==> config.mk <==
export PLATFORM = sky130hd
export DESIGN_NAME = sbr_cpu_flat
export DESIGN_NICKNAME = d
export VERILOG_FILES = /design/src/hdl/sbr_pkg.sv /design/src/hdl/sbr_bus_if.sv /design/src/hdl/sbr_cpu.sv /design/src/flat_wrapper.sv
export VERILOG_INCLUDE_DIRS = /design/src /design/src/hdl
export SDC_FILE = /design/constraint.sdc
export NUM_CORES = 1
export LEC_CHECK = 0
export BUFFER_PORTS_ARGS = -buffer_cell sky130_fd_sc_hd__buf_4
export CAP_MARGIN = 20
export CORE_MARGIN = 1.5
export CORE_UTILIZATION = 45
export DETAILED_ROUTE_END_ITERATION = 8
export GPL_ROUTABILITY_DRIVEN = 0
export PLACE_DENSITY = 0.78
export SLEW_MARGIN = 20
export SYNTH_ARGS = -nofsm -noshare
export SYNTH_HDL_FRONTEND = slang
export SYNTH_SLANG_ARGS = --single-unit
==> constraint.sdc <==
create_clock -name mclk_i -period 23 [get_ports mclk_i]
set_clock_uncertainty 0.1 [all_clocks]
set_input_delay 4.6 -clock mclk_i [delete_from_list [all_inputs] [get_ports mclk_i]]
set_output_delay 4.6 -clock mclk_i [all_outputs]
set_load 0.03 [all_outputs]
==> src/hdl/sbr_defs.svh <==
/*
  constants for the system bus request block: command fields, lane codes,
  sizes and timing counts. assumes inclusion by bare name from both ends.
*/
`ifndef SBR_DEFS_SVH
`define SBR_DEFS_SVH
// ----------------------------------------------------------------------------
// command fields
// ----------------------------------------------------------------------------
`define SBR_CMD_W 9
`define SBR_CMD_ID_BIT 8
`define SBR_CMD_TYPE_HI 7
`define SBR_CMD_TYPE_LO 5
`define SBR_TYPE_READ 3'h0
`define SBR_TYPE_WRITE 3'h2
`define SBR_TYPE_NULL 3'h3
`define SBR_ATTR_HI 4
`define SBR_ATTR_LO 3
`define SBR_ATTR_BLOCK 2'h2
`define SBR_ATTR_WORD 2'h3
`define SBR_SIZE_HI 1
`define SBR_SIZE_LO 0
`define SBR_SZ_BYTE 2'h0
`define SBR_SZ_HALF 2'h1
`define SBR_SZ_TRI 2'h2
`define SBR_SZ_WORD 2'h3
`define SBR_BLK_2W 2'h0
`define SBR_BLK_8W 2'h1
`define SBR_ID_LAST_BIT 7
`define SBR_ID_RESP_BIT 6
`define SBR_ID_ERR_BIT 5
// ----------------------------------------------------------------------------
// address fields
// ----------------------------------------------------------------------------
`define SBR_RES_HI 6
`define SBR_RES_LO 4
`define SBR_RES_INTR 3'h0
`define SBR_DW_MASK 32'hFFFF_FFF8
`define SBR_W_MASK 32'hFFFF_FFFC
`define SBR_H_MASK 32'hFFFF_FFFE
`define SBR_BLK_MASK 32'hFFFF_FFE0
`define SBR_BLK_OFF_HI 4
`define SBR_BLK_WORDS 4'h8
`define SBR_OK_NEED 2'h2
`define SBR_INTR_W 8
`define SBR_INTR_RST 8'h00
`endif

==> src/hdl/sbr_pkg.sv <==
/*
  types shared by both ends of the system bus request block.
  assumes sbr_defs.svh is on the include path.
*/
package sbr_pkg;
  typedef enum logic [2:0] {
    SBR_IDLE = 3'b000,
    SBR_ADDR = 3'b001,
    SBR_WDATA = 3'b010,
    SBR_RWAIT = 3'b011,
    SBR_EXT_RD = 3'b100
  } sbr_cpu_state_e;
  typedef enum logic [1:0] {
    SBR_A_IDLE = 2'b00,
    SBR_A_WRD = 2'b01,
    SBR_A_RESP = 2'b10
  } sbr_agt_state_e;
endpackage

==> src/hdl/sbr_bus_if.sv <==
/*
  shared system bus between processor end and external agent end.
  resolves the address/data and command wires here from the processor end's enables.
*/
`timescale 1ns/10ps
`include "sbr_defs.svh"
interface sbr_bus_if;
  logic [31:0] cpu_ad;
  logic cpu_ad_oe;
  logic [`SBR_CMD_W-1:0] cpu_cmd;
  logic cpu_cmd_oe;
  logic cpu_valid;
  logic [31:0] agt_ad;
  logic agt_ad_oe;
  logic [`SBR_CMD_W-1:0] agt_cmd;
  logic agt_cmd_oe;
  logic agt_valid;
  logic agent_accept_ok_n;
  // resolved bus levels
  wire [31:0] sys_addr_data_bus = cpu_ad_oe ? cpu_ad : agt_ad;
  wire [`SBR_CMD_W-1:0] sys_command_bus = cpu_cmd_oe ? cpu_cmd : agt_cmd;
  modport cpu (output cpu_ad, cpu_ad_oe, cpu_cmd, cpu_cmd_oe, cpu_valid,
               input agt_ad, agt_cmd, agt_valid, agent_accept_ok_n);
  modport agent (output agt_ad, agt_ad_oe, agt_cmd, agt_cmd_oe, agt_valid,
                 agent_accept_ok_n, input cpu_ad, cpu_cmd, cpu_valid);
endinterface // sbr_bus_if

==> src/hdl/sbr_cpu.sv <==
/*
  processor end: issues read and write requests, takes read responses and
  external write/read requests. assumes agent keeps request/response order.
*/
`timescale 1ns/10ps
`include "sbr_defs.svh"
module sbr_cpu (
  input wire logic mclk_i,
  input wire logic rst_i,
  sbr_bus_if.cpu bus,
  input wire logic compat_mode_select_n_i,
  input wire logic req_i,
  input wire logic req_write_i,
  input wire logic req_block_i,
  input wire logic [1:0] req_size_i,
  input wire logic [31:0] req_addr_i,
  input wire logic [31:0] req_wdata_i,
  input wire logic big_endian_i,
  output logic req_busy_o,
  output logic rd_data_valid_o,
  output logic [31:0] rd_data_o,
  output logic rd_done_o,
  output logic wr_done_o,
  output logic bus_error_o,
  output logic compat_mode_o,
  output logic [`SBR_INTR_W-1:0] intr_reg_o
);
  // ----------------------------------------------------------------------
  // pin synchronisers
  // ----------------------------------------------------------------------
  logic ok_s1_ff, ok_s2_ff, valid_s1_ff, valid_s2_ff;
  logic [31:0] ad_s1_ff, ad_s2_ff;
  logic [`SBR_CMD_W-1:0] cmd_s1_ff, cmd_s2_ff;
  logic sel_s1_ff, sel_s2_ff;
  // every pin input passes two flops; accept-ok sampled each edge
  always_ff @(posedge mclk_i or posedge rst_i) begin
    if (rst_i) begin
      ok_s1_ff <= 1'b1;
      ok_s2_ff <= 1'b1;
      valid_s1_ff <= 1'b0;
      valid_s2_ff <= 1'b0;
      ad_s1_ff <= 32'h0000_0000;
      ad_s2_ff <= 32'h0000_0000;
      cmd_s1_ff <= '0;
      cmd_s2_ff <= '0;
    end else begin
      ok_s1_ff <= bus.agent_accept_ok_n;
      ok_s2_ff <= ok_s1_ff;
      valid_s1_ff <= bus.agt_valid;
      valid_s2_ff <= valid_s1_ff;
      ad_s1_ff <= bus.agt_ad;
      ad_s2_ff <= ad_s1_ff;
      cmd_s1_ff <= bus.agt_cmd;
      cmd_s2_ff <= cmd_s1_ff;
    end
  end
  // strap runs through reset too, so release sees the cold-reset level
  always_ff @(posedge mclk_i) begin
    sel_s1_ff <= compat_mode_select_n_i;
    sel_s2_ff <= sel_s1_ff;
  end

  // ----------------------------------------------------------------------
  // accept-ok counting and mode latch
  // ----------------------------------------------------------------------
  logic [1:0] ok_cnt_ff, nxt_ok_cnt;
  logic mode_taken_ff;
  wire ok_ready = (ok_cnt_ff == `SBR_OK_NEED);
  // saturating count of consecutive low accept-ok cycles
  assign nxt_ok_cnt = ok_s2_ff ? 2'h0 : (ok_ready ? ok_cnt_ff : ok_cnt_ff + 2'h1);
  always_ff @(posedge mclk_i or posedge rst_i) begin
    if (rst_i) begin
      ok_cnt_ff <= 2'h0;
      mode_taken_ff <= 1'b0;
      compat_mode_o <= 1'b0;
    end else begin
      ok_cnt_ff <= nxt_ok_cnt;
      // choice caught once after release, held until next reset
      if (!mode_taken_ff) begin
        mode_taken_ff <= 1'b1;
        compat_mode_o <= ~sel_s2_ff;
      end
    end
  end

  // ----------------------------------------------------------------------
  // decode of incoming agent traffic
  // ----------------------------------------------------------------------
  wire in_id = cmd_s2_ff[`SBR_CMD_ID_BIT];
  wire [2:0] in_type = cmd_s2_ff[`SBR_CMD_TYPE_HI:`SBR_CMD_TYPE_LO];
  wire [2:0] in_res = ad_s2_ff[`SBR_RES_HI:`SBR_RES_LO];
  wire in_last = ~cmd_s2_ff[`SBR_ID_LAST_BIT];
  wire in_err = cmd_s2_ff[`SBR_ID_ERR_BIT];
  wire in_resp = valid_s2_ff & in_id & ~cmd_s2_ff[`SBR_ID_RESP_BIT];
  wire ext_wr_addr = valid_s2_ff & ~in_id & (in_type == `SBR_TYPE_WRITE);
  wire ext_rd_addr = valid_s2_ff & ~in_id & (in_type == `SBR_TYPE_READ);
  wire ext_wr_data = valid_s2_ff & in_id & cmd_s2_ff[`SBR_ID_RESP_BIT];
  // target kept from the address cycle; the data cycle carries only data
  logic [2:0] ext_res_ff;
  wire intr_hit = ext_wr_data & (ext_res_ff == `SBR_RES_INTR);

  // ----------------------------------------------------------------------
  // request address alignment
  // ----------------------------------------------------------------------
  wire [31:0] addr_half = req_addr_i & `SBR_H_MASK;
  wire [31:0] addr_word = req_addr_i & `SBR_W_MASK;
  wire [31:0] addr_dw = req_addr_i & `SBR_DW_MASK;
  // block writes start at the block's first doubleword
  wire [31:0] addr_blk = req_write_i ? (req_addr_i & `SBR_BLK_MASK) : addr_dw;
  wire [31:0] addr_aligned = req_block_i ? addr_blk :
                             (req_size_i == `SBR_SZ_WORD) ? addr_word :
                             (req_size_i == `SBR_SZ_HALF) ? addr_half : req_addr_i;
  // block reads give the wanted doubleword; lanes below it are dropped
  wire [31:0] addr_out = (req_block_i & ~req_write_i) ? (req_addr_i & `SBR_DW_MASK) :
                         addr_aligned;
  // single element placed on lanes by offset and endianness
  wire [1:0] off = addr_aligned[1:0];
  wire [1:0] lane_sh = big_endian_i ? (2'h3 - off - req_size_i) : off;
  wire [31:0] wdata_lane = req_block_i ? req_wdata_i : (req_wdata_i << {lane_sh, 3'b000});
  wire [1:0] attr = req_block_i ? `SBR_ATTR_BLOCK : `SBR_ATTR_WORD;
  wire [1:0] size_f = req_block_i ? `SBR_BLK_8W : req_size_i;
  wire [2:0] rtype = req_write_i ? `SBR_TYPE_WRITE : `SBR_TYPE_READ;
  // noncoherent: no coherency attribute is ever encoded
  wire [`SBR_CMD_W-1:0] cmd_req = {1'b0, rtype, attr, 1'b0, size_f};
  // processor write data identifiers never flag errors; the external read reply does
  wire [`SBR_CMD_W-1:0] cmd_data_last = {1'b1, 1'b0, 1'b1, 6'h00};
  wire [`SBR_CMD_W-1:0] cmd_data_more = {1'b1, 1'b1, 1'b1, 6'h00};
  wire [`SBR_CMD_W-1:0] cmd_ext_rd = {1'b1, 1'b0, 1'b0, 1'b1, 5'h00};

  // ----------------------------------------------------------------------
  // request state machine
  // ----------------------------------------------------------------------
  sbr_pkg::sbr_cpu_state_e st_ff;
  logic [3:0] beat_ff;
  logic blk_ff;
  logic [31:0] wdata_ff;
  wire [3:0] beats = blk_ff ? `SBR_BLK_WORDS : 4'h1;
  // issue only when idle: no read pending and agent ready
  wire can_issue = (st_ff == sbr_pkg::SBR_IDLE) & req_i & ok_ready & ~ext_rd_addr;
  always_ff @(posedge mclk_i or posedge rst_i) begin
    if (rst_i) begin
      st_ff <= sbr_pkg::SBR_IDLE;
      beat_ff <= 4'h0;
      blk_ff <= 1'b0;
      wdata_ff <= 32'h0000_0000;
      bus.cpu_ad <= 32'h0000_0000;
      bus.cpu_ad_oe <= 1'b0;
      bus.cpu_cmd <= '0;
      bus.cpu_cmd_oe <= 1'b0;
      bus.cpu_valid <= 1'b0;
      req_busy_o <= 1'b0;
      rd_data_valid_o <= 1'b0;
      rd_data_o <= 32'h0000_0000;
      rd_done_o <= 1'b0;
      wr_done_o <= 1'b0;
      bus_error_o <= 1'b0;
      intr_reg_o <= `SBR_INTR_RST;
      ext_res_ff <= ~`SBR_RES_INTR;
    end else begin
      rd_data_valid_o <= 1'b0;
      rd_done_o <= 1'b0;
      wr_done_o <= 1'b0;
      bus_error_o <= 1'b0;
      bus.cpu_valid <= 1'b0;
      // interrupt register is the only externally writable resource
      if (ext_wr_addr) begin
        ext_res_ff <= in_res;
      end
      if (intr_hit) begin
        intr_reg_o <= ad_s2_ff[`SBR_INTR_W-1:0];
      end
      case (st_ff)
        sbr_pkg::SBR_IDLE: begin
          bus.cpu_ad_oe <= 1'b0;
          bus.cpu_cmd_oe <= 1'b0;
          req_busy_o <= 1'b0;
          if (ext_rd_addr) begin
            st_ff <= sbr_pkg::SBR_EXT_RD;
          end else if (can_issue) begin
            // address cycle uses the whole bus
            bus.cpu_ad <= addr_out;
            bus.cpu_cmd <= cmd_req;
            bus.cpu_ad_oe <= 1'b1;
            bus.cpu_cmd_oe <= 1'b1;
            bus.cpu_valid <= 1'b1;
            req_busy_o <= 1'b1;
            blk_ff <= req_block_i;
            wdata_ff <= wdata_lane;
            beat_ff <= 4'h0;
            st_ff <= req_write_i ? sbr_pkg::SBR_WDATA : sbr_pkg::SBR_RWAIT;
          end
        end
        sbr_pkg::SBR_WDATA: begin
          // write data follows the address, sequential beats
          bus.cpu_ad <= blk_ff ? (wdata_ff + {28'h000_0000, beat_ff}) : wdata_ff;
          bus.cpu_cmd <= (beat_ff + 4'h1 == beats) ? cmd_data_last : cmd_data_more;
          bus.cpu_valid <= 1'b1;
          beat_ff <= beat_ff + 4'h1;
          if (beat_ff + 4'h1 == beats) begin
            wr_done_o <= 1'b1;
            st_ff <= sbr_pkg::SBR_IDLE;
          end
        end
        sbr_pkg::SBR_RWAIT: begin
          bus.cpu_ad_oe <= 1'b0;
          bus.cpu_cmd_oe <= 1'b0;
          // external writes may arrive meanwhile and are served above
          if (in_resp) begin
            rd_data_valid_o <= 1'b1;
            rd_data_o <= ad_s2_ff;
            bus_error_o <= in_err;
            if (in_last) begin
              rd_done_o <= 1'b1;
              st_ff <= sbr_pkg::SBR_IDLE;
            end
          end
        end
        sbr_pkg::SBR_EXT_RD: begin
          // nothing readable: undefined data, erroneous identifier
          bus.cpu_ad <= 32'h0000_0000;
          bus.cpu_cmd <= cmd_ext_rd;
          bus.cpu_ad_oe <= 1'b1;
          bus.cpu_cmd_oe <= 1'b1;
          bus.cpu_valid <= 1'b1;
          st_ff <= sbr_pkg::SBR_IDLE;
        end
        default: st_ff <= sbr_pkg::SBR_IDLE;
      endcase
    end
  end
endmodule // sbr_cpu

==> src/flat_wrapper.sv <==
// flat-port wrapper written by rule: the top's interface ports become plain ports
module sbr_cpu_flat 
  (mclk_i, rst_i, compat_mode_select_n_i, req_i, req_write_i, req_block_i, req_size_i, req_addr_i, req_wdata_i, big_endian_i, req_busy_o, rd_data_valid_o, rd_data_o, rd_done_o, wr_done_o, bus_error_o, compat_mode_o, intr_reg_o, bus_cpu_ad, bus_cpu_ad_oe, bus_cpu_cmd, bus_cpu_cmd_oe, bus_cpu_valid, bus_agt_ad, bus_agt_cmd, bus_agt_valid, bus_agent_accept_ok_n);
  sbr_bus_if bus_i ();
  input wire logic mclk_i;
  input wire logic rst_i;
  input wire logic compat_mode_select_n_i;
  input wire logic req_i;
  input wire logic req_write_i;
  input wire logic req_block_i;
  input wire logic [1:0] req_size_i;
  input wire logic [31:0] req_addr_i;
  input wire logic [31:0] req_wdata_i;
  input wire logic big_endian_i;
  output logic req_busy_o;
  output logic rd_data_valid_o;
  output logic [31:0] rd_data_o;
  output logic rd_done_o;
  output logic wr_done_o;
  output logic bus_error_o;
  output logic compat_mode_o;
  output logic [`SBR_INTR_W-1:0] intr_reg_o;
  output wire logic [$bits(bus_i.cpu_ad)-1:0] bus_cpu_ad;
  output wire logic [$bits(bus_i.cpu_ad_oe)-1:0] bus_cpu_ad_oe;
  output wire logic [$bits(bus_i.cpu_cmd)-1:0] bus_cpu_cmd;
  output wire logic [$bits(bus_i.cpu_cmd_oe)-1:0] bus_cpu_cmd_oe;
  output wire logic [$bits(bus_i.cpu_valid)-1:0] bus_cpu_valid;
  input wire logic [$bits(bus_i.agt_ad)-1:0] bus_agt_ad;
  input wire logic [$bits(bus_i.agt_cmd)-1:0] bus_agt_cmd;
  input wire logic [$bits(bus_i.agt_valid)-1:0] bus_agt_valid;
  input wire logic [$bits(bus_i.agent_accept_ok_n)-1:0] bus_agent_accept_ok_n;
  assign bus_cpu_ad = bus_i.cpu_ad;
  assign bus_cpu_ad_oe = bus_i.cpu_ad_oe;
  assign bus_cpu_cmd = bus_i.cpu_cmd;
  assign bus_cpu_cmd_oe = bus_i.cpu_cmd_oe;
  assign bus_cpu_valid = bus_i.cpu_valid;
  assign bus_i.agt_ad = bus_agt_ad;
  assign bus_i.agt_cmd = bus_agt_cmd;
  assign bus_i.agt_valid = bus_agt_valid;
  assign bus_i.agent_accept_ok_n = bus_agent_accept_ok_n;
  sbr_cpu u_core (.mclk_i(mclk_i), .rst_i(rst_i), .bus(bus_i), .compat_mode_select_n_i(compat_mode_select_n_i), .req_i(req_i), .req_write_i(req_write_i), .req_block_i(req_block_i), .req_size_i(req_size_i), .req_addr_i(req_addr_i), .req_wdata_i(req_wdata_i), .big_endian_i(big_endian_i), .req_busy_o(req_busy_o), .rd_data_valid_o(rd_data_valid_o), .rd_data_o(rd_data_o), .rd_done_o(rd_done_o), .wr_done_o(wr_done_o), .bus_error_o(bus_error_o), .compat_mode_o(compat_mode_o), .intr_reg_o(intr_reg_o));
endmodule
==> impl_metrics.tcl, run 1 <==
set metrics [dict create \
    status "finished clean" \
    area_growth_pct 30.13 \
    synth_xor_area_share_pct 3.377 \
    ys_seq_area_share_pct 61.94 \
    hold_violations 0 \
    crit_top_cell "buf_4" \
    cp_cell_sequence "buf_4, or3b_4, inv_1, ha_1, and2_1, o21ai_0, a22oi_1, buf_4, o21ai_1, buf_6, a221oi_1, nor2_1" \
    clk_path_buf_depth 3 \
    cts_root_buf "clkbuf_16" \
    start_util_pct 45.76 \
    synth-compound-area-share_pct 11.64 \
    hold_class "reg -> reg" \
    drtAntennaViolNets 0 \
    leakagePower_nw 5.205 \
    grt_use_total_pct 21.34 \
    fin_ws_ns 16.06 \
    synth.distinct_cells 53 \
    grt_antenna_before_repair 0 \
    fp.dieH_um 140.9 \
    min_period_ns 6.939 \
    crit_fanout 23 \
    die_x_um 140.9 \
    synthMuxAreaShare_pct 8.011 \
    startpoint_type "primary input" \
    netlist_area_sq_um 8559 \
    tightestPinTransition_ns 0.9371 \
    syn_avg_cell_area_sq_um 11.97 \
    clock_sinks 212 \
    ctsResizeCount 0 \
    grt_overflow 0 \
    synth_edf_count 0 \
    seqCellArea_sq_um 5301 \
    io_pins 206 \
    dp_slack_ns 15.56 \
    ys_ff_latch 212 \
    drt_iter0_markers 449 \
    use_met2_pct 34.95 \
    worstPathRequired_ns 23.28 \
    hpwl_um 14720 \
    report.final.slew_viol_count 0 \
    fin_tns_setup_ns 0 \
    port_buffers 199 \
    pwr-share-comb_pct 32.2 \
    firstDrtPassIters 5 \
    p_per_area_nw_per_um2 123.1 \
    drive_gt1_share_pct 33.80 \
    routedWlPerCell_um 18.06 \
    multiInputGateArea_sq_um 3047 \
    synth_fa_ha_area_share_pct 1.257 \
    pwr-share-clk_pct 28.3 \
    vias 6336 \
    vdd_ir_drop_max_uv 65.01 \
    ys_warn_count 0 \
    busiest_layer "met2" \
    rows 50 \
    critPathKind "in -> reg" \
    cts_tree "built" \
    synth_top_family_by_area "compound AO/OA/AOI/OAI gates" \
    final_cell_mix "208 x buf_4, 205 x dfrtp_1, 75 x nand2_1" \
    drv_cap 0 \
    htreeDepth 1 \
    p_switching_w 0.0004878 \
    clk_latency_ns 0.51 \
    max_stage_delay_ns 0.42 \
    hold_buffers 0 \
    max_freq_mhz 144.1 \
    grt_max_degree 124 \
    totalWireLength_um 21060 \
    fill_cells 1522 \
    yosys.area_share.simple_pct 10.88 \
    layout_commonest_cell "buf_4" \
    met1_usage_pct 28.95 \
    arrival_ns 7.22 \
    fin_crit_sh_pct 30.17 \
    nets 1038 \
    drc 0 \
    pwr-share-seq_pct 39.6 \
    cts_buffers 24 \
    synth_flop_cell "dfrtp_1" \
    swShare_pct 35.56 \
    synthCells 715 \
    slowest_stage "or3b_4" \
    synth_async_sr_flop_share_pct 99.06 \
    core_sq_um 18710 \
    cp-end-kind "flip-flop" \
    n_antenna_cell 0 \
    yosysTopAreaCell "dfrtp_1" \
    rsz0062_at_grt "no" \
    setup_viol 0 \
    die-area_sq_um 19860 \
    maxSlewHeadroom_pct 37.05 \
    clk_pin_slew_ns 0.05 \
    synth_top_area_share_pct 59.93 \
    p_int_w 0.0008839 \
    grt_pass1_wl_um 33500 \
    synthesis.nets 839 \
    via_per_inst 5.434 \
    cts_setup_buffers 0 \
    grt_pass1_vias 6334 \
    met3_usage_pct 4.008 \
    yosys-top-cells-area "dfrtp_1 60%, mux2_2 5.9%, nand2_1 3.3%" \
]
-- cells by family after synthesis --
| group | after synthesis |
|---|---|
| flops | 212 |
| simple gates | 201 |
| compound gates | 149 |
| mux | 55 |
| buf+inv | 55 |
| xor+xnor | 33 |
| fa+ha+maj | 8 |
| other cells | 2 |
-- synthesized netlist by cell type (17+ instances only) --
| cell type | n |
|---|---|
| a21oi_1 | 23 |
| a221oi_1 | 19 |
| clkbuf_1 | 19 |
| dfrtp_1 | 205 |
| inv_1 | 17 |
| mux2_2 | 45 |
| nand2_1 | 75 |
| nand3_1 | 19 |
| nor2_1 | 56 |
| o21ai_0 | 47 |
| xor2_1 | 18 |
-- registers in the layout, indices dropped and copies added, names as in the netlist, 2 cells and up --
| register | cells |
|---|---|
| u_core.ad_s2_ff | 32 |
| u_core.rd_data_o | 32 |
| u_core.bus.cpu_cmd | 8 |
| u_core.ext_res_ff | 3 |
| u_core.cmd_s1_ff | 4 |
| u_core.st_ff | 3 |
| u_core.cmd_s2_ff | 4 |
| u_core.ad_s1_ff | 32 |
| u_core.beat_ff | 4 |
| u_core.ok_cnt_ff | 2 |
| u_core.wdata_ff | 32 |
| u_core.bus.cpu_ad | 32 |
| u_core.intr_reg_o | 8 |
-- worst max-delay path, delay by kind of cell --
family                     cells  cell delay, ns
AOI/OAI and AO/OA              4            1.00
buffers and inverters          4            0.82
and+or+nand+nor                3            0.64
adders and majority gates      1            0.16
-- area by class of cell --
class,instances,share of cell area [%]
Sequential cell,212,47.60
Timing Repair Buffer,211,14.27
Clock inverter,9,1.033
Multi-Input combinational cell,448,27.35
Tap cell,234,2.629
Clock buffer,35,6.482
Inverter,17,0.6403
-- power groups by stage --
stage	clock, W	combinational [W]	sequential [W]
after floorplan	0	0.000195	0.000623
after global placement	0	0.000433	0.000542
after detailed placement	0	0.000442	0.000547
after CTS	0.000397	0.000443	0.000541
after global routing	0.000413	0.000477	0.000554
final	0.000388	0.000441	0.000543
-- final timing paths --
| check | cells after the start | start | slack [ns] | end |
|---|---|---|---|---|
| worst max-delay path | 12 | req_block_i | 16.06 | u_core.wdata_ff[13] |
| worst min-delay path | 0 | u_core.sel_s1_ff | 0.24 | u_core.sel_s2_ff |
| worst max register to register | 9 | u_core.beat_ff[0] | 20.08 | u_core.bus.cpu_ad[28] |
| worst min register to register | 0 | u_core.sel_s1_ff | 0.24 | u_core.sel_s2_ff |
| max in group asynchronous | 3 | rst_i | 17.41 | u_core.mode_taken_ff |
| min in group asynchronous | 2 | rst_i | 4.15 | u_core.ad_s2_ff[13] |
-- through the flow --
stage | total power (W) | hold WS (ns) | utilization [%] | instances | instance area, sq um
after floorplan | 0.0008176 | 0.2096 | - | 715 | 8559
after CTS | 0.001382 | 0.2419 | 59.50 | 1165 | 11130
after global placement | 0.0009748 | 0.2105 | 54.96 | 1120 | 10280
final | 0.001372 | 0.2353 | 59.55 | 1166 | 11140
after detailed placement | 0.0009885 | 0.2279 | 55.02 | 1121 | 10290
after global routing | 0.001444 | 0.2407 | 59.55 | 1166 | 11140
-- metal layers --
metal	up-vias	part of all wire, %
met5	-	0
met4	0	2.4
met3	33	6.4
met2	226	48
met1	3138	44
li1	2939	-
(Power assumes the default switching activity.)
==> inputs of run 2 (changes only) <==
--- a/config.mk
+++ b/config.mk
@@ -12,7 +12,7 @@
 export CORE_UTILIZATION = 45
 export DETAILED_ROUTE_END_ITERATION = 8
 export GPL_ROUTABILITY_DRIVEN = 0
-export PLACE_DENSITY = 0.78
+export PLACE_DENSITY = 0.81
 export SLEW_MARGIN = 20
 export SYNTH_ARGS = -nofsm -noshare
 export SYNTH_HDL_FRONTEND = slang
==> constraint.sdc (replaced) <==
create_clock -name mclk_i -period 6.13 [get_ports mclk_i]
set_clock_uncertainty 0.1 [all_clocks]
set_input_delay 1.226 -clock mclk_i [delete_from_list [all_inputs] [get_ports mclk_i]]
set_output_delay 1.226 -clock mclk_i [all_outputs]
set_load 0.03 [all_outputs]
==> run 2 against run 1 <==
Against the previous run:
- wire length rose by 1.7%
- non-clock buffer count unchanged
- setup slack worse by 14 ns
- register-to-register slack worse by 17 ns
- die area stayed put
- clock power grew to 3.6 times the previous value
- power grew to 3.7 times the previous value
- critical path depth is 2 lower
- largest power group unchanged
==> impl_metrics.tcl, run 2 (synthesis results as in run 1) <==
set metrics [dict create \
    report.final.slew_viol_count 0 \
    crit_family "compound AO/OA/AOI/OAI gates" \
    fin_area_sq_um 11100 \
    start_util_pct 45.76 \
    cts_setup_buffers 0 \
    hold_class "reg -> reg" \
    drc 0 \
    ctsResizeCount 0 \
    grt_pass1_wl_um 33330 \
    maxSlewHeadroom_pct 28.15 \
    vdd_ir_drop_max_uv 185.7 \
    swShare_pct 36.42 \
    port_buffers 199 \
    arrival_ns 4.18 \
    grt_max_degree 211 \
    slowest_stage "a22oi_1" \
    grt_use_total_pct 21.46 \
    layout_commonest_cell "buf_4" \
    htreeDepth 1 \
    pwr-share-clk_pct 27.2 \
    totalWireLength_um 21420 \
    n_antenna_cell 0 \
    crit_fanout 23 \
    critPathKind "in -> reg" \
    fin_tns_setup_ns 0 \
    final_cell_mix "207 x buf_4, 205 x dfrtp_1, 75 x nand2_1" \
    worstPathRequired_ns 6.42 \
    p_int_w 0.003235 \
    die_x_um 140.9 \
    cp-end-kind "flip-flop" \
    grt_pass1_vias 6126 \
    max_freq_mhz 257.4 \
    cp_num_buf_inv 3 \
    startpoint_type "primary input" \
    hpwl_um 14700 \
    drtAntennaViolNets 0 \
    setup_viol 0 \
    fin_crit_sh_pct 63.38 \
    max_stage_delay_ns 0.86 \
    pwr-share-comb_pct 32.6 \
    routedWlPerCell_um 18.40 \
    grt_overflow 0 \
    cts_tree "built" \
    clk_latency_ns 0.51 \
    via_per_inst 5.482 \
    rows 50 \
    vias 6381 \
    rsz0062_at_grt "no" \
    tightestPinTransition_ns 1.078 \
    status "finished clean" \
    io_pins 206 \
    pwr-share-seq_pct 40.2 \
    fp.dieH_um 140.9 \
    cp_cell_sequence "buf_4, or3b_4, inv_1, ha_1, and2_1, o21ai_0, a22oi_1, buf_4, mux4_2, a221o_1" \
    area_growth_pct 29.67 \
    clk_pin_slew_ns 0.06 \
    drt_iter0_markers 400 \
    cts_buffers 23 \
    leakagePower_nw 5.183 \
    p_per_area_nw_per_um2 458.4 \
    clk_path_buf_depth 3 \
    p_switching_w 0.001853 \
    drive_gt1_share_pct 33.66 \
    drv_cap 0 \
    die-area_sq_um 19860 \
    cts_root_buf "clkbuf_16" \
    crit_top_cell "buf_4" \
    min_period_ns 3.885 \
    grt_antenna_before_repair 0 \
    place_area_sq_um 10280 \
    hold_violations 0 \
    nets 1037 \
    firstDrtPassIters 5 \
    hold_buffers 0 \
    clock_sinks 212 \
    core_sq_um 18710 \
]
-- run 2: final timing paths --
kind                                   start                     to  slack, ns  depth (start not counted)
max in group asynchronous              rst_i   u_core.compat_mode_o       4.26                          4
min reg2reg                 u_core.sel_s1_ff       u_core.sel_s2_ff       0.23                          0
max                              req_block_i    u_core.wdata_ff[28]       2.24                         10
min                         u_core.sel_s1_ff       u_core.sel_s2_ff       0.23                          0
max reg2reg                u_core.beat_ff[0]  u_core.bus.cpu_ad[28]       3.23                          9
min in group asynchronous              rst_i    u_core.ad_s2_ff[10]       0.74                          3
-- run 2: worst reg2reg max path: stages, from the launching register on --
cell and delay [ns]:
dfrtp_1 0.47, ha_1 0.22, inv_1 0.06, fa_1 0.38
nand2b_1 0.20, a211oi_2 0.40, nand4_1 0.33, nor3_1 0.31
xnor2_1 0.18, o22ai_1 0.12
-- run 2: routing by layer --
layer	part of all wire (%)	vias to the layer above	GRT usage, %
met2	49	241	35.13
met3	6.4	41	3.465
met1	42	3160	29.83
li1	-	2939	-
met5	0	-	0
met4	2.5	0	6.031
-- run 2: metrics by stage --
step / setup WS, ns / hold slack, ns / cells / total power, W / utilization (%)
after detailed placement: 1.734 / 0.2167 / 1119 / 0.003713 / 54.97
after global placement: 1.849 / 0.2111 / 1119 / 0.003656 / 54.97
final: 2.245 / 0.2263 / 1164 / 0.005087 / 59.34
after CTS: 2.268 / 0.2306 / 1161 / 0.005114 / 59.08
after global routing: 2.052 / 0.2367 / 1164 / 0.005356 / 59.34
after floorplan: 2.080 / 0.2096 / 715 / 0.003068 / -
-- run 2: power by group through the flow --
stage,Combinational [W],Clock (W),Sequential (W)
2_1_floorplan,0.000731,0,0.00234
3_3_place_gp,0.00162,0,0.00204
3_5_place_dp,0.00165,0,0.00206
4_1_cts,0.00166,0.00141,0.00204
5_1_grt,0.00180,0.00147,0.00208
6_report,0.00166,0.00139,0.00205
-- run 2: final cells by class --
cell class / count / area [sq um]
fill: 1508 / 7606
sequential: 212 / 5301
multi-input combinational: 448 / 3050
timing repair buffer: 211 / 1618
clock buffer: 30 / 631.9
tap: 234 / 292.8
clock inverter: 12 / 137.6
inverter: 17 / 67.56
==> inputs of run 3 (changes only) <==
--- a/config.mk
+++ b/config.mk
@@ -6,13 +6,14 @@
 export SDC_FILE = /design/constraint.sdc
 export NUM_CORES = 1
 export LEC_CHECK = 0
+export ABC_AREA = 1
 export BUFFER_PORTS_ARGS = -buffer_cell sky130_fd_sc_hd__buf_4
 export CAP_MARGIN = 20
 export CORE_MARGIN = 1.5
 export CORE_UTILIZATION = 45
 export DETAILED_ROUTE_END_ITERATION = 8
 export GPL_ROUTABILITY_DRIVEN = 0
-export PLACE_DENSITY = 0.81
+export PLACE_DENSITY = 0.8
 export SLEW_MARGIN = 20
 export SYNTH_ARGS = -nofsm -noshare
 export SYNTH_HDL_FRONTEND = slang
==> constraint.sdc (replaced) <==
create_clock -name mclk_i -period 3.25 [get_ports mclk_i]
set_clock_uncertainty 0.1 [all_clocks]
set_input_delay 0.65 -clock mclk_i [delete_from_list [all_inputs] [get_ports mclk_i]]
set_output_delay 0.65 -clock mclk_i [all_outputs]
set_load 0.03 [all_outputs]
==> run 3 against run 2 <==
Against the previous run:
- critical path depth rose by 3
- via count rose by 25%
- synthesized cell count rose by 49%
- register-to-register slack got worse by 2.6 ns
- setup slack got worse by 1.6 ns
- sequential power rose by 90%
- core utilization fell by 1.5 points
- sequential share of layout area fell by 2.3 points
- die area rose by 7.7%
- power rose by 94%
- count of clock-buffer cells in the layout rose by 3
- flip-flop and latch count did not move
- critical path type is now reg -> reg
==> impl_metrics.tcl, run 3 <==
set metrics [dict create \
    crit_top_cell "nand2_1" \
    core_sq_um 20170 \
    clock_sinks 212 \
    nets 1379 \
    syn_avg_cell_area_sq_um 8.688 \
    synthesis.nets 1187 \
    r2r.worst_path.cells 13 \
    clk_latency_ns 0.49 \
    synth_common_cells "350 x nand2_1, 205 x dfrtp_1, 96 x inv_1" \
    rsz0062_at_grt "no" \
    hold_violations 0 \
    synth_top_family_by_area "simple AND/OR/NAND/NOR gates" \
    fin_tns_setup_ns 0 \
    cp-end-kind "flip-flop" \
    grt_pass1_vias 7684 \
    hpwl_um 17450 \
    synth.distinct_cells 42 \
    drtAntennaViolNets 0 \
    startpoint_type "flip-flop" \
    critPathKind "reg -> reg" \
    crit_fanout 5 \
    place_area_sq_um 10960 \
    pwr-share-clk_pct 24.7 \
    min_period_ns 2.581 \
    tightestPinTransition_ns 0.6949 \
    cts_setup_buffers 0 \
    vias 8003 \
    area_growth_pct 26.36 \
    arrival_ns 2.85 \
    timing.hold.ws_ns 0.02771 \
    routedWlPerCell_um 15.98 \
    synth_xor_area_share_pct 0.7723 \
    max_stage_delay_ns 0.42 \
    via_per_inst 5.197 \
    cp_cell_sequence "ha_1, inv_1, fa_1, inv_1, nand2_1, nand2_1, nand2_1, nor2_1, nand2_1, nor2_1, nand3_1, nand3_1, a21oi_1" \
    drc 0 \
    ys_warn_count 0 \
    pwr-share-comb_pct 35.8 \
    cts_buffers 22 \
    fin_area_sq_um 11670 \
    grt_overflow 0 \
    drive_gt1_share_pct 21.34 \
    p_int_w 0.006040 \
    fin_util_pct 57.86 \
    fin_crit_sh_pct 79.41 \
    slowest_stage "dfrtp_1" \
    die-area_sq_um 21390 \
    synthMuxAreaShare_pct 0 \
    die_x_um 146.3 \
    drv_cap 0 \
    synthCells 1063 \
    htreeDepth 1 \
    n_antenna_cell 0 \
    ctsResizeCount 0 \
    yosys-top-cells-area "dfrtp_1 56%, nand2_1 14%, o21ai_0 4.7%" \
    layout_commonest_cell "nand2_1" \
    pwr-share-seq_pct 39.4 \
    r2r-start "u_core.beat_ff[0]" \
    totalWireLength_um 24610 \
    synth_fa_ha_area_share_pct 1.165 \
    start_util_pct 45.79 \
    max_freq_mhz 387.5 \
    drt_iter0_markers 585 \
    port_buffers 199 \
    grt_pass1_wl_um 39280 \
    synth_edf_count 0 \
    cts_root_buf "clkbuf_16" \
    io_pins 206 \
    setup_viol 0 \
    reg2reg_to "u_core.bus.cpu_ad[26]" \
    grt_antenna_before_repair 0 \
    grt_max_degree 128 \
    synth_async_sr_flop_share_pct 99.06 \
    maxSlewHeadroom_pct 53.53 \
    leakagePower_nw 5.938 \
    regToRegSetupSlack_ns 0.67 \
    vdd_ir_drop_max_uv 319.7 \
    yosys.area_share.simple_pct 24.52 \
    synth_flop_cell "dfrtp_1" \
    worstPathRequired_ns 3.52 \
    ys_ff_latch 212 \
    clk_pin_slew_ns 0.06 \
    fp.dieH_um 146.3 \
    hold_buffers 0 \
    status "finished clean" \
    report.final.slew_viol_count 0 \
    hold_class "in -> async" \
    synth-compound-area-share_pct 9.348 \
    clk_path_buf_depth 3 \
    yosysMostFrequentCell "nand2_1" \
    cts_tree "built" \
    netlist_area_sq_um 9235 \
    firstDrtPassIters 7 \
    p_per_area_nw_per_um2 846.2 \
    grt_use_total_pct 22.91 \
    ys_seq_area_share_pct 57.40 \
    p_switching_w 0.003836 \
    rows 52 \
    synth_top_area_share_pct 55.55 \
    swShare_pct 38.84 \
    yosysTopAreaCell "dfrtp_1" \
    final_cell_mix "350 x nand2_1, 205 x buf_4, 205 x dfrtp_1" \
]
## run 3: changes by cell type after synthesis, sizes merged, moves of 19 or more
cell    delta
a221oi    -19
inv       +86
mux2      -45
nand2    +278
nand3     +64
o21ai     +42
## run 3: critical path, delay by kind of cell, from the launching register on
kind / cells / cell delay [ns]
adder cells (fa/ha/maj): 2 / 0.64
buffers and inverters: 2 / 0.17
AND/OR/NAND/NOR: 8 / 1.06
AO/OA/AOI/OAI: 1 / 0.07
flip-flops: 1 / 0.42
## run 3: cells by family (layout without fill, tap and decap cells)
family	count (synthesis)	after routing
AND/OR/NAND/NOR	535	535
AO/OA/AOI/OAI	157	157
buffers and inverters	143	350
XOR/XNOR	6	6
adder cells (fa/ha/maj)	8	8
flip-flops	212	212
other	2	2
## run 3: power groups by stage
stage	sequential [W]	clock (W)	combinational, W
after CTS	0.00388	0.00249	0.00356
after global routing	0.00398	0.00259	0.00388
after detailed placement	0.00392	0	0.00352
after global placement	0.00389	0	0.00344
after floorplan	0.00451	0	0.00162
final	0.00390	0.00244	0.00354
## run 3: area by class of cell
class	instances	area (sq um)
clock inverter	6	57.56
timing repair buffer	208	1599
sequential	212	5301
inverter	103	400.4
tap	270	337.8
clock buffer	33	653.1
multi-input combinational	708	3321
fill	1741	8499
## run 3: how the worst max path moves through the flow
| stage | cells after the start | start | slack, ns | end |
|---|---|---|---|---|
| 6_report | 13 | u_core.beat_ff[0] | 0.67 | u_core.bus.cpu_ad[26] |
| 5_1_grt | 13 | u_core.beat_ff[0] | 0.40 | u_core.bus.cpu_ad[26] |
| 4_1_cts | 13 | u_core.beat_ff[0] | 0.68 | u_core.bus.cpu_ad[26] |
| 3_5_place_dp | 13 | req_block_i | 0.31 | u_core.wdata_ff[26] |
| 3_3_place_gp | 13 | req_block_i | 0.35 | u_core.wdata_ff[26] |
| 2_1_floorplan | 1 | rst_i | -0.22 | u_core.ad_s1_ff[0] |
## run 3: layer usage
layer	GRT usage, %	routed length [um]	vias up
li1	-	-	3806
met1	30.87	10320	3796
met2	37.68	11540	350
met3	3.938	2011	51
met4	7.778	741	0
met5	0	0	-
## run 3: metrics by stage
| step | worst slack (ns) | power [W] | cells |
|---|---|---|---|
| finish | 0.6692 | 0.009875 | 1540 |
| floorplan | -0.2241 | 0.006137 | 1063 |
| global route | 0.3957 | 0.01045 | 1540 |
| CTS | 0.6818 | 0.009928 | 1540 |
| global placement | 0.3458 | 0.007325 | 1501 |
| detailed placement | 0.3112 | 0.007443 | 1501 |
